===== src/verilog/bpsc_consts.vh =====
// Constants for the boot partition and self-programming controller.
`ifndef BPSC_CONSTS_VH
`define BPSC_CONSTS_VH
`define BPSC_CSR_OFS        8'h37
`define BPSC_STAT_OFS       8'h38
`define BPSC_MASK_OFS       8'h39
`define BPSC_CSR_RESET      8'h00
`define BPSC_BIT_INT_EN     7
`define BPSC_BIT_BUSY       6
`define BPSC_BIT_REENABLE   4
`define BPSC_BIT_LOCKSET    3
`define BPSC_BIT_PAGE_WRITE_CMD      2
`define BPSC_BIT_PAGE_ERASE_CMD      1
`define BPSC_BIT_SPEN       0
`define BPSC_CMD_WRITE      5'h05
`define BPSC_CMD_ERASE      5'h03
`define BPSC_CMD_REEN       5'h11
`define BPSC_CMD_LOCK       5'h09
`define BPSC_CMD_FILL       5'h01
`define BPSC_ARM_CYCLES     3'h4
`define BPSC_PROG_TIME_US   3700
`define BPSC_CLK_MHZ        50
`define BPSC_PROG_CYCLES    (`BPSC_PROG_TIME_US * `BPSC_CLK_MHZ)
`define BPSC_STALL_4K       13'h0C00
`define BPSC_STALL_8K       13'h1C00
`define BPSC_BOOT_4K_11     13'h0F80
`define BPSC_BOOT_4K_10     13'h0F00
`define BPSC_BOOT_4K_01     13'h0E00
`define BPSC_BOOT_4K_00     13'h0C00
`define BPSC_BOOT_8K_11     13'h1F80
`define BPSC_BOOT_8K_10     13'h1F00
`define BPSC_BOOT_8K_01     13'h1E00
`define BPSC_BOOT_8K_00     13'h1C00
`endif


===== src/verilog/bpsc_ctrl.v =====
// Self-programming control register, sequencer and section decode.
//
// Function
// - 4K flash: fuse 11/10/01/00 puts boot start at F80/F00/E00/C00.
// - 4K flash: 000-BFF reads concurrently, C00-FFF stalls during programming.
// - 4K flash: 32-word pages, page from pointer 12:6, word 5:1.
// - 8K flash: boot start 1F80/1F00/1E00/1C00; stall section 1C00-1FFF.
// - 8K flash: 64-word pages, page from pointer 13:7, word 6:1.
// - Pointer bits above the page field are ignored.
// - Pointer bit 0 zero for commands; selects byte on program reads.
// - Word index picks buffer word; must be zero on page write.
// - Page field selects the page erased or written.
// - Control register at 0x37, resets zero, bit 5 reads zero.
// - Ready interrupt needs enable bit and global interrupt flag.
// - Ready interrupt is a level while enable bit clear.
// - Enable bit stays high until erase or write completes.
// - Busy flag set on concurrent-section program; blocks its reads.
//
// Chosen here: the address-and-strobe port.
`timescale 1ns/1ps
`include "bpsc_consts.vh"
module bpsc_ctrl #(
   parameter PROG_CYCLES = `BPSC_PROG_CYCLES
) (
   // Clock and reset
   input  wire        ref_clk_in,
   input  wire        reset_n_in,
   input  wire        clk_en_in,
   // Static configuration
   input  wire        size_8k_in,
   input  wire [1:0]  boot_size_fuse_in,
   // Register port
   input  wire [7:0]  reg_addr_in,
   input  wire [7:0]  reg_wdata_in,
   input  wire        reg_wr_in,
   input  wire        reg_rd_in,
   output reg  [7:0]  reg_rdata_out,
   // Core side
   input  wire        global_int_en_in,
   input  wire        spm_exec_in,
   input  wire [15:0] pointer_in,
   input  wire [15:0] spm_data_in,
   input  wire        lpm_exec_in,
   // Flash side
   output reg         flash_erase_out,
   output reg         flash_write_out,
   output reg  [6:0]  flash_page_out,
   output reg         buf_fill_out,
   output reg  [5:0]  buf_word_out,
   output reg  [15:0] buf_data_out,
   output reg         buf_clear_out,
   output wire        lpm_byte_sel_out,
   output wire        concurrent_read_blocked_out,
   output wire        lpm_addr_blocked_out,
   output wire        cpu_halt_out,
   output wire [12:0] boot_start_out,
   // Interrupts
   output wire        prog_ready_irq_out,
   output wire        irq_out
);
   // ------------------------------------------------------------
   // Configuration sampling
   // ------------------------------------------------------------
   // Held in flops so a glitching strap cannot move boundaries mid-run.
   reg        size_8k_q;
   reg [1:0]  fuse_q;
   reg        cfg_taken_q;
   always @(posedge ref_clk_in) begin
      if (!reset_n_in) begin
         cfg_taken_q <= 1'b0;
         size_8k_q   <= 1'b0;
         fuse_q      <= 2'h0;
      end else if (clk_en_in && !cfg_taken_q) begin
         cfg_taken_q <= 1'b1;
         size_8k_q   <= size_8k_in;
         fuse_q      <= boot_size_fuse_in;
      end
   end

   wire [6:0] page_field;
   wire [5:0] word_field;
   wire       ptr_conc;
   bpsc_addr_map u_map (
      .size_8k_in             (size_8k_q),
      .boot_size_fuse_in      (fuse_q),
      .pointer_in             (pointer_in),
      .boot_start_out         (boot_start_out),
      .ptr_in_concurrent_out  (ptr_conc),
      .page_number_field_out  (page_field),
      .in_page_word_index_out (word_field),
      .byte_sel_out           (lpm_byte_sel_out)
   );

   // ------------------------------------------------------------
   // Control register and sequencer
   // ------------------------------------------------------------
   localparam ST_IDLE = 2'h0;
   localparam ST_ARM  = 2'h1;
   localparam ST_PROG = 2'h2;

   reg [1:0]  state_q;
   reg [2:0]  arm_cnt_q;
   reg [31:0] prog_cnt_q;
   reg        int_en_q;
   reg        busy_q;
   reg [4:0]  cmd_q;
   reg        halt_q;
   reg [1:0]  stat_q;
   reg [1:0]  mask_q;

   wire csr_wr  = reg_wr_in && (reg_addr_in == `BPSC_CSR_OFS);
   wire stat_wr = reg_wr_in && (reg_addr_in == `BPSC_STAT_OFS);
   wire mask_wr = reg_wr_in && (reg_addr_in == `BPSC_MASK_OFS);
   wire [4:0] wcmd = reg_wdata_in[4:0];
   wire cmd_legal = (wcmd == `BPSC_CMD_WRITE) || (wcmd == `BPSC_CMD_ERASE) ||
                    (wcmd == `BPSC_CMD_REEN)  || (wcmd == `BPSC_CMD_LOCK) ||
                    (wcmd == `BPSC_CMD_FILL);
   wire self_program_enable = cmd_q[`BPSC_BIT_SPEN];
   wire done_pulse = (state_q == ST_PROG) && (prog_cnt_q == 32'h0);
   wire spm_go = (state_q == ST_ARM) && spm_exec_in;

   always @(posedge ref_clk_in) begin
      if (!reset_n_in) begin
         state_q         <= ST_IDLE;
         arm_cnt_q       <= 3'h0;
         prog_cnt_q      <= 32'h0;
         int_en_q        <= 1'b0;
         busy_q          <= 1'b0;
         cmd_q           <= 5'h00;
         halt_q          <= 1'b0;
         stat_q          <= 2'h0;
         mask_q          <= 2'h0;
         flash_erase_out <= 1'b0;
         flash_write_out <= 1'b0;
         flash_page_out  <= 7'h00;
         buf_fill_out    <= 1'b0;
         buf_word_out    <= 6'h00;
         buf_data_out    <= 16'h0000;
         buf_clear_out   <= 1'b0;
      end else if (clk_en_in) begin
         flash_erase_out <= 1'b0;
         flash_write_out <= 1'b0;
         buf_fill_out    <= 1'b0;
         buf_clear_out   <= 1'b0;
         if (csr_wr)
            int_en_q <= reg_wdata_in[`BPSC_BIT_INT_EN];
         if (mask_wr)
            mask_q <= reg_wdata_in[1:0];
         // Set wins over write-one-to-clear.
         stat_q[0] <= (stat_q[0] & ~(stat_wr & reg_wdata_in[0])) |
                      done_pulse;
         stat_q[1] <= (stat_q[1] & ~(stat_wr & reg_wdata_in[1])) |
                      (csr_wr && state_q != ST_PROG && !cmd_legal);
         case (state_q)
            ST_IDLE: begin
               if (csr_wr && cmd_legal) begin
                  cmd_q     <= wcmd;
                  arm_cnt_q <= `BPSC_ARM_CYCLES;
                  state_q   <= ST_ARM;
               end
            end
            ST_ARM: begin
               if (spm_go) begin
                  case (cmd_q)
                     `BPSC_CMD_ERASE, `BPSC_CMD_WRITE: begin
                        flash_page_out  <= page_field;
                        flash_erase_out <= cmd_q == `BPSC_CMD_ERASE;
                        flash_write_out <= cmd_q == `BPSC_CMD_WRITE;
                        busy_q     <= busy_q | ptr_conc;
                        halt_q     <= ~ptr_conc;
                        prog_cnt_q <= PROG_CYCLES - 1;
                        state_q    <= ST_PROG;
                     end
                     `BPSC_CMD_FILL: begin
                        buf_fill_out <= 1'b1;
                        buf_word_out <= word_field;
                        buf_data_out <= spm_data_in;
                        busy_q  <= 1'b0;
                        cmd_q   <= 5'h00;
                        state_q <= ST_IDLE;
                     end
                     `BPSC_CMD_REEN: begin
                        busy_q        <= 1'b0;
                        buf_clear_out <= 1'b1;
                        cmd_q         <= 5'h00;
                        state_q       <= ST_IDLE;
                     end
                     default: begin
                        cmd_q   <= 5'h00;
                        state_q <= ST_IDLE;
                     end
                  endcase
               end else if (arm_cnt_q == 3'h1) begin
                  cmd_q   <= 5'h00;
                  state_q <= ST_IDLE;
               end else begin
                  arm_cnt_q <= arm_cnt_q - 3'h1;
               end
            end
            ST_PROG: begin
               if (done_pulse) begin
                  cmd_q   <= 5'h00;
                  halt_q  <= 1'b0;
                  state_q <= ST_IDLE;
               end else begin
                  prog_cnt_q <= prog_cnt_q - 32'h1;
               end
            end
            default: state_q <= ST_IDLE;
         endcase
      end
   end

   // ------------------------------------------------------------
   // Read port
   // ------------------------------------------------------------
   always @(posedge ref_clk_in) begin
      if (!reset_n_in)
         reg_rdata_out <= `BPSC_CSR_RESET;
      else if (clk_en_in) begin
         if (reg_rd_in) begin
            case (reg_addr_in)
               `BPSC_CSR_OFS:
                  reg_rdata_out <= {int_en_q, busy_q, 1'b0, cmd_q};
               `BPSC_STAT_OFS: reg_rdata_out <= {6'h00, stat_q};
               `BPSC_MASK_OFS: reg_rdata_out <= {6'h00, mask_q};
               default:        reg_rdata_out <= 8'h00;
            endcase
         end else
            reg_rdata_out <= 8'h00;
      end
   end

   assign concurrent_read_blocked_out = busy_q;
   assign lpm_addr_blocked_out = busy_q && ptr_conc && lpm_exec_in;
   assign cpu_halt_out = halt_q;
   // Level while enabled and no operation pending.
   assign prog_ready_irq_out = int_en_q && global_int_en_in &&
                               !self_program_enable;
   assign irq_out = |(stat_q & mask_q);
endmodule // bpsc_ctrl


===== src/verilog/bpsc_addr_map.v =====
// Pointer decode and section boundaries for both flash sizes.
`timescale 1ns/1ps
`include "bpsc_consts.vh"
module bpsc_addr_map (
   // Configuration
   input  wire        size_8k_in,
   input  wire [1:0]  boot_size_fuse_in,
   // Pointer
   input  wire [15:0] pointer_in,
   // Decoded
   output reg  [12:0] boot_start_out,
   output wire        ptr_in_concurrent_out,
   output wire [6:0]  page_number_field_out,
   output wire [5:0]  in_page_word_index_out,
   output wire        byte_sel_out
);
   wire [12:0] word_addr = size_8k_in ? pointer_in[13:1]
                                      : {1'b0, pointer_in[12:1]};
   always @* begin
      case ({size_8k_in, boot_size_fuse_in})
         3'h3: boot_start_out = `BPSC_BOOT_4K_11;
         3'h2: boot_start_out = `BPSC_BOOT_4K_10;
         3'h1: boot_start_out = `BPSC_BOOT_4K_01;
         3'h0: boot_start_out = `BPSC_BOOT_4K_00;
         3'h7: boot_start_out = `BPSC_BOOT_8K_11;
         3'h6: boot_start_out = `BPSC_BOOT_8K_10;
         3'h5: boot_start_out = `BPSC_BOOT_8K_01;
         default: boot_start_out = `BPSC_BOOT_8K_00;
      endcase
   end
   assign ptr_in_concurrent_out = word_addr <
      (size_8k_in ? `BPSC_STALL_8K : `BPSC_STALL_4K);
   assign page_number_field_out = size_8k_in ? pointer_in[13:7]
                                             : pointer_in[12:6];
   assign in_page_word_index_out = size_8k_in ? pointer_in[6:1]
                                              : {1'b0, pointer_in[5:1]};
   assign byte_sel_out = pointer_in[0];
endmodule // bpsc_addr_map


===== config.mk =====
export PLATFORM = sky130hd
export DESIGN_NAME = bpsc_ctrl
export DESIGN_NICKNAME = d
export VERILOG_FILES = /design/src/verilog/bpsc_ctrl.v /design/src/verilog/bpsc_addr_map.v
export VERILOG_INCLUDE_DIRS = /design/src /design/src/verilog
export SDC_FILE = /design/constraint.sdc
export NUM_CORES = 1
export LEC_CHECK = 0
export BUFFER_PORTS_ARGS = -buffer_cell sky130_fd_sc_hd__buf_2
export CELL_PAD_IN_SITES_DETAIL_PLACEMENT = 1
export CELL_PAD_IN_SITES_GLOBAL_PLACEMENT = 2
export CORE_UTILIZATION = 31
export CTS_CLUSTER_SIZE = 8
export DETAILED_ROUTE_END_ITERATION = 7
export PLACE_DENSITY_LB_ADDON = 0.1
export REMOVE_ABC_BUFFERS = 1
export SYNTH_ARGS = -nofsm -noshare
export SYNTH_HDL_FRONTEND = slang
export SYNTH_SLANG_ARGS = --single-unit

===== constraint.sdc =====
create_clock -name ref_clk_in -period 2.6 [get_ports ref_clk_in]
set_input_delay 0.39 -clock ref_clk_in [delete_from_list [all_inputs] [get_ports ref_clk_in]]
set_output_delay 0.39 -clock ref_clk_in [all_outputs]
set_load 0.02 [all_outputs]

==> flow_metrics.py <==
metrics = {
    "drt": {
        "drtAntennaViolNets": 0,
        "num_vias": 4239,
        "first_pass_iters": 6,
        "wl_um": 12970,
        "vias_per_cell": 5.138,
        "drc": 2,
        "drt_iter0_drc": 101,
        "avgRoutedWirePerCell_um": 15.72,
    },
    "hold_path": {
        "min-delay-start": "spm_data_in[1]",
        "hold_class": "input port to flip-flop",
        "hold_end": "buf_data_out[1]",
        "hold_path_depth": 3,
    },
    "sta": {
        "tightest_slew_ns": 0.6523,
        "rsz0062_at_grt": "no",
        "hold_violations": 0,
        "fin_tns_setup_ns": 0,
        "slew-limit-headroom": 0.5642,
        "fmax_mhz": 416.2,
        "skew_ns": 0.006236,
        "fin_crit_sh": 0.9242,
        "final-setup-viol-count": 0,
        "slew_violations": 0,
        "finalCriticalPeriod_ns": 2.403,
        "hold_ws_ns": 0.2878,
    },
    "cells_and_area": {
        "diodes": 0,
        "num-nets-final": 704,
        "final.fill_count": 1785,
        "drive_gt1_frac": 0.2590,
        "area_growth_pct": 21.77,
        "fin_cells": 825,
    },
    "critical_path": {
        "critPathMaxFanout": 12,
        "worst_setup_path_start_kind": "flip-flop",
        "cp_slowest_cell": "or3b_1",
        "arrival_ns": 2.68,
        "cp.required_ns": 2.88,
        "path_buf_inv": 0,
        "r2r-start": "cmd_q[0]",
        "critPathMaxStageDelay_ns": 0.51,
        "ff2ff_path_depth": 5,
        "crit_chain": "or3b_1, o31a_1, or3_4, or4_1, a21oi_1",
        "critPathTopFamily": "simple AND/OR/NAND/NOR gates",
        "end_kind": "flip-flop",
        "reg2reg_setup_slack_ns": 0.20,
        "critPathKind": "flip-flop to flip-flop",
        "reg2reg_to": "prog_cnt_q[13]",
    },
    "pwr": {
        "p_sw_uw": 665.4,
        "power_frac_seq": 0.505,
        "leakage_uw": 0.002423,
        "p_comb_frac": 0.054,
        "p_int_uw": 2164,
        "swShare": 0.2352,
        "p_clk_frac": 0.441,
        "p_per_area_nw_per_um2": 496.0,
        "vdd_drop_max_mv": 0.3162,
    },
    "placement": {
        "numPortBuffers": 102,
        "gp_congestion": 0.7730,
        "post-dp-hpwl_um": 9503,
        "dp.cells": 810,
    },
    "clocking": {
        "hold_buffers": 0,
        "htreeDepth": 3,
        "cts_sinks": 93,
        "cts_buffers": 9,
        "cts_setup_buffers": 0,
        "clk_latency_ns": 0.35,
        "cts-resized-gates": 0,
        "clk_pin_slew_ns": 0.07,
        "clock-root-buffer": "clkbuf_16",
        "cts_buffer_depth": 2,
        "cts_tree": "done",
    },
    "synthesis": {
        "ys_warn_count": 0,
        "synthTopCellsByCount": "93 x dfxtp_1, 79 x nand2_1, 29 x mux2i_1",
        "yosysMostFrequentCell": "dfxtp_1",
        "synth.ff_latch_count": 93,
        "yosysTopAreaCellShare": 0.3974,
        "ys_types": 55,
        "synth_edf_count": 0,
        "syn_inst": 533,
        "yosys.area.top_type": "dfxtp_1",
        "ys_top_cells_by_area": "dfxtp_1 40%, nand2_1 6.3%, mux2i_1 6.2%",
        "synth-seq-area-share": 0.3974,
        "async_flop_share": 0,
        "syn_avg_cell_area_um2": 8.789,
        "yosys_most_used_dff": "dfxtp_1",
        "netlist_area_um2": 4684,
    },
    "floorplanning": {
        "rows": 44,
        "die-area_um2": 15610,
        "die_w_um": 124.9,
        "coreArea_um2": 14640,
        "die_h_um": 124.9,
        "io_pins": 119,
        "start_util": 0.3199,
    },
    "global_route": {
        "grt_pass1_vias": 4291,
        "antenna_found_initial": 0,
        "grt_max_degree": 67,
        "grt.total_usage": 0.1745,
        "gr-total-overflow": 0,
        "grt_pass1_wl_um": 21770,
    },
    "outcome": {
        "outcome": "finished, violations left",
        "violations": "design-rule violations",
    },
    "flow_run": {
        "max_cap_viol_count": 0,
    },
}
-- registers in the layout, summed over array words and instances, names as in the netlist, 2 cells and up --
signal,count
arm_cnt_q,3
fuse_q,2
prog_cnt_q,32
buf_word_out,6
buf_data_out,16
flash_page_out,7
mask_q,2
cmd_q,5
reg_rdata_out,7
state_q,2
stat_q,2
-- how the worst max path moves through the flow --
| stage | start | end | slack (ns) | cells after the start |
|---|---|---|---|---|
| 2_1_floorplan | state_q[1] | prog_cnt_q[18] | -0.09 | 7 |
| 3_3_place_gp | cmd_q[0] | prog_cnt_q[13] | 0.21 | 5 |
| 3_5_place_dp | cmd_q[0] | prog_cnt_q[13] | 0.18 | 5 |
| 4_1_cts | cmd_q[0] | prog_cnt_q[13] | 0.17 | 5 |
| 5_1_grt | prog_cnt_q[2] | prog_cnt_q[16] | 0.07 | 6 |
| 6_report | cmd_q[0] | prog_cnt_q[13] | 0.20 | 5 |
-- per-layer routing --
layer  GRT usage  vias to the layer above  wire length [um]
met5           0                        -                 0
met4     0.05954                        0               183
met3     0.05069                       13               804
met2      0.2829                       92              5889
met1      0.2215                     2046              6092
li1            -                     2088                 -
-- final cells by class --
cell class	instances	area, um2	share of cell area
Clock buffer	10	239.0	0.04190
Timing Repair Buffer	124	688.2	0.1206
Clock inverter	5	37.54	0.006580
Inverter	9	33.78	0.005922
Multi-Input combinational cell	400	2614	0.4582
Sequential cell	93	1862	0.3264
Tap cell	184	230.2	0.04036
-- placed cells by master (no fill, tap or decap), drive strengths merged, types with 2 or more instances in the layout --
cell type and count:
a211oi 2, a21boi 28, a21oi 25, and2 4, and3 5, buf 124, clkbuf 10, clkinv 3
clkinvlp 2, conb 10, dfxtp 93, ha 8, inv 9, mux2i 29, nand2 79, nand2b 13
nand3 10, nand3b 8, nand4 4, nand4b 3, nor2 12, nor2b 26, nor3 12, nor3b 3
nor4 18, nor4b 2, o211a 7, o21a 5, o21ai 9, o31a 14, o31ai 13, or2 16
or3 13, or4 9, xnor2 2
-- worst reg2reg max path, delay by kind of cell, from the launching register on --
kind            cells  cell delay [ns]
compound gates      2             0.53
flops               1             0.40
simple gates        3             1.42
-- power groups by stage --
stage	Combinational (uW)	Clock, uW	Sequential, uW
after floorplan	61.2	0	1470
after global placement	153	0	1460
after detailed placement	155	0	1460
after CTS	155	1300	1430
after global routing	169	1360	1430
final	153	1250	1430
-- logic make-up after synthesis --
kind of cell,after synthesis,share of synthesized area
other,2,0.001603
DFF,93,0.3974
xor gates and xnor gates,2,0.003740
muxes,29,0.06197
and+or+nand+nor,241,0.2909
buffers and inverters,48,0.05102
AOI/OAI and AO/OA,110,0.1720
adders and majority gates,8,0.02137
-- through the flow --
stage / util / total power (uW) / setup slack, ns / area, um2
global route: 0.3895 / 2963 / 0.06619 / 5704
floorplan: - / 1528 / -0.08938 / 4509
detailed placement: 0.3706 / 1618 / 0.1832 / 5428
global placement: 0.3706 / 1615 / 0.2149 / 5428
CTS: 0.3895 / 2887 / 0.1700 / 5704
finish: 0.3895 / 2829 / 0.1972 / 5704
No activity file was read; power rests on OpenSTA's default activity.
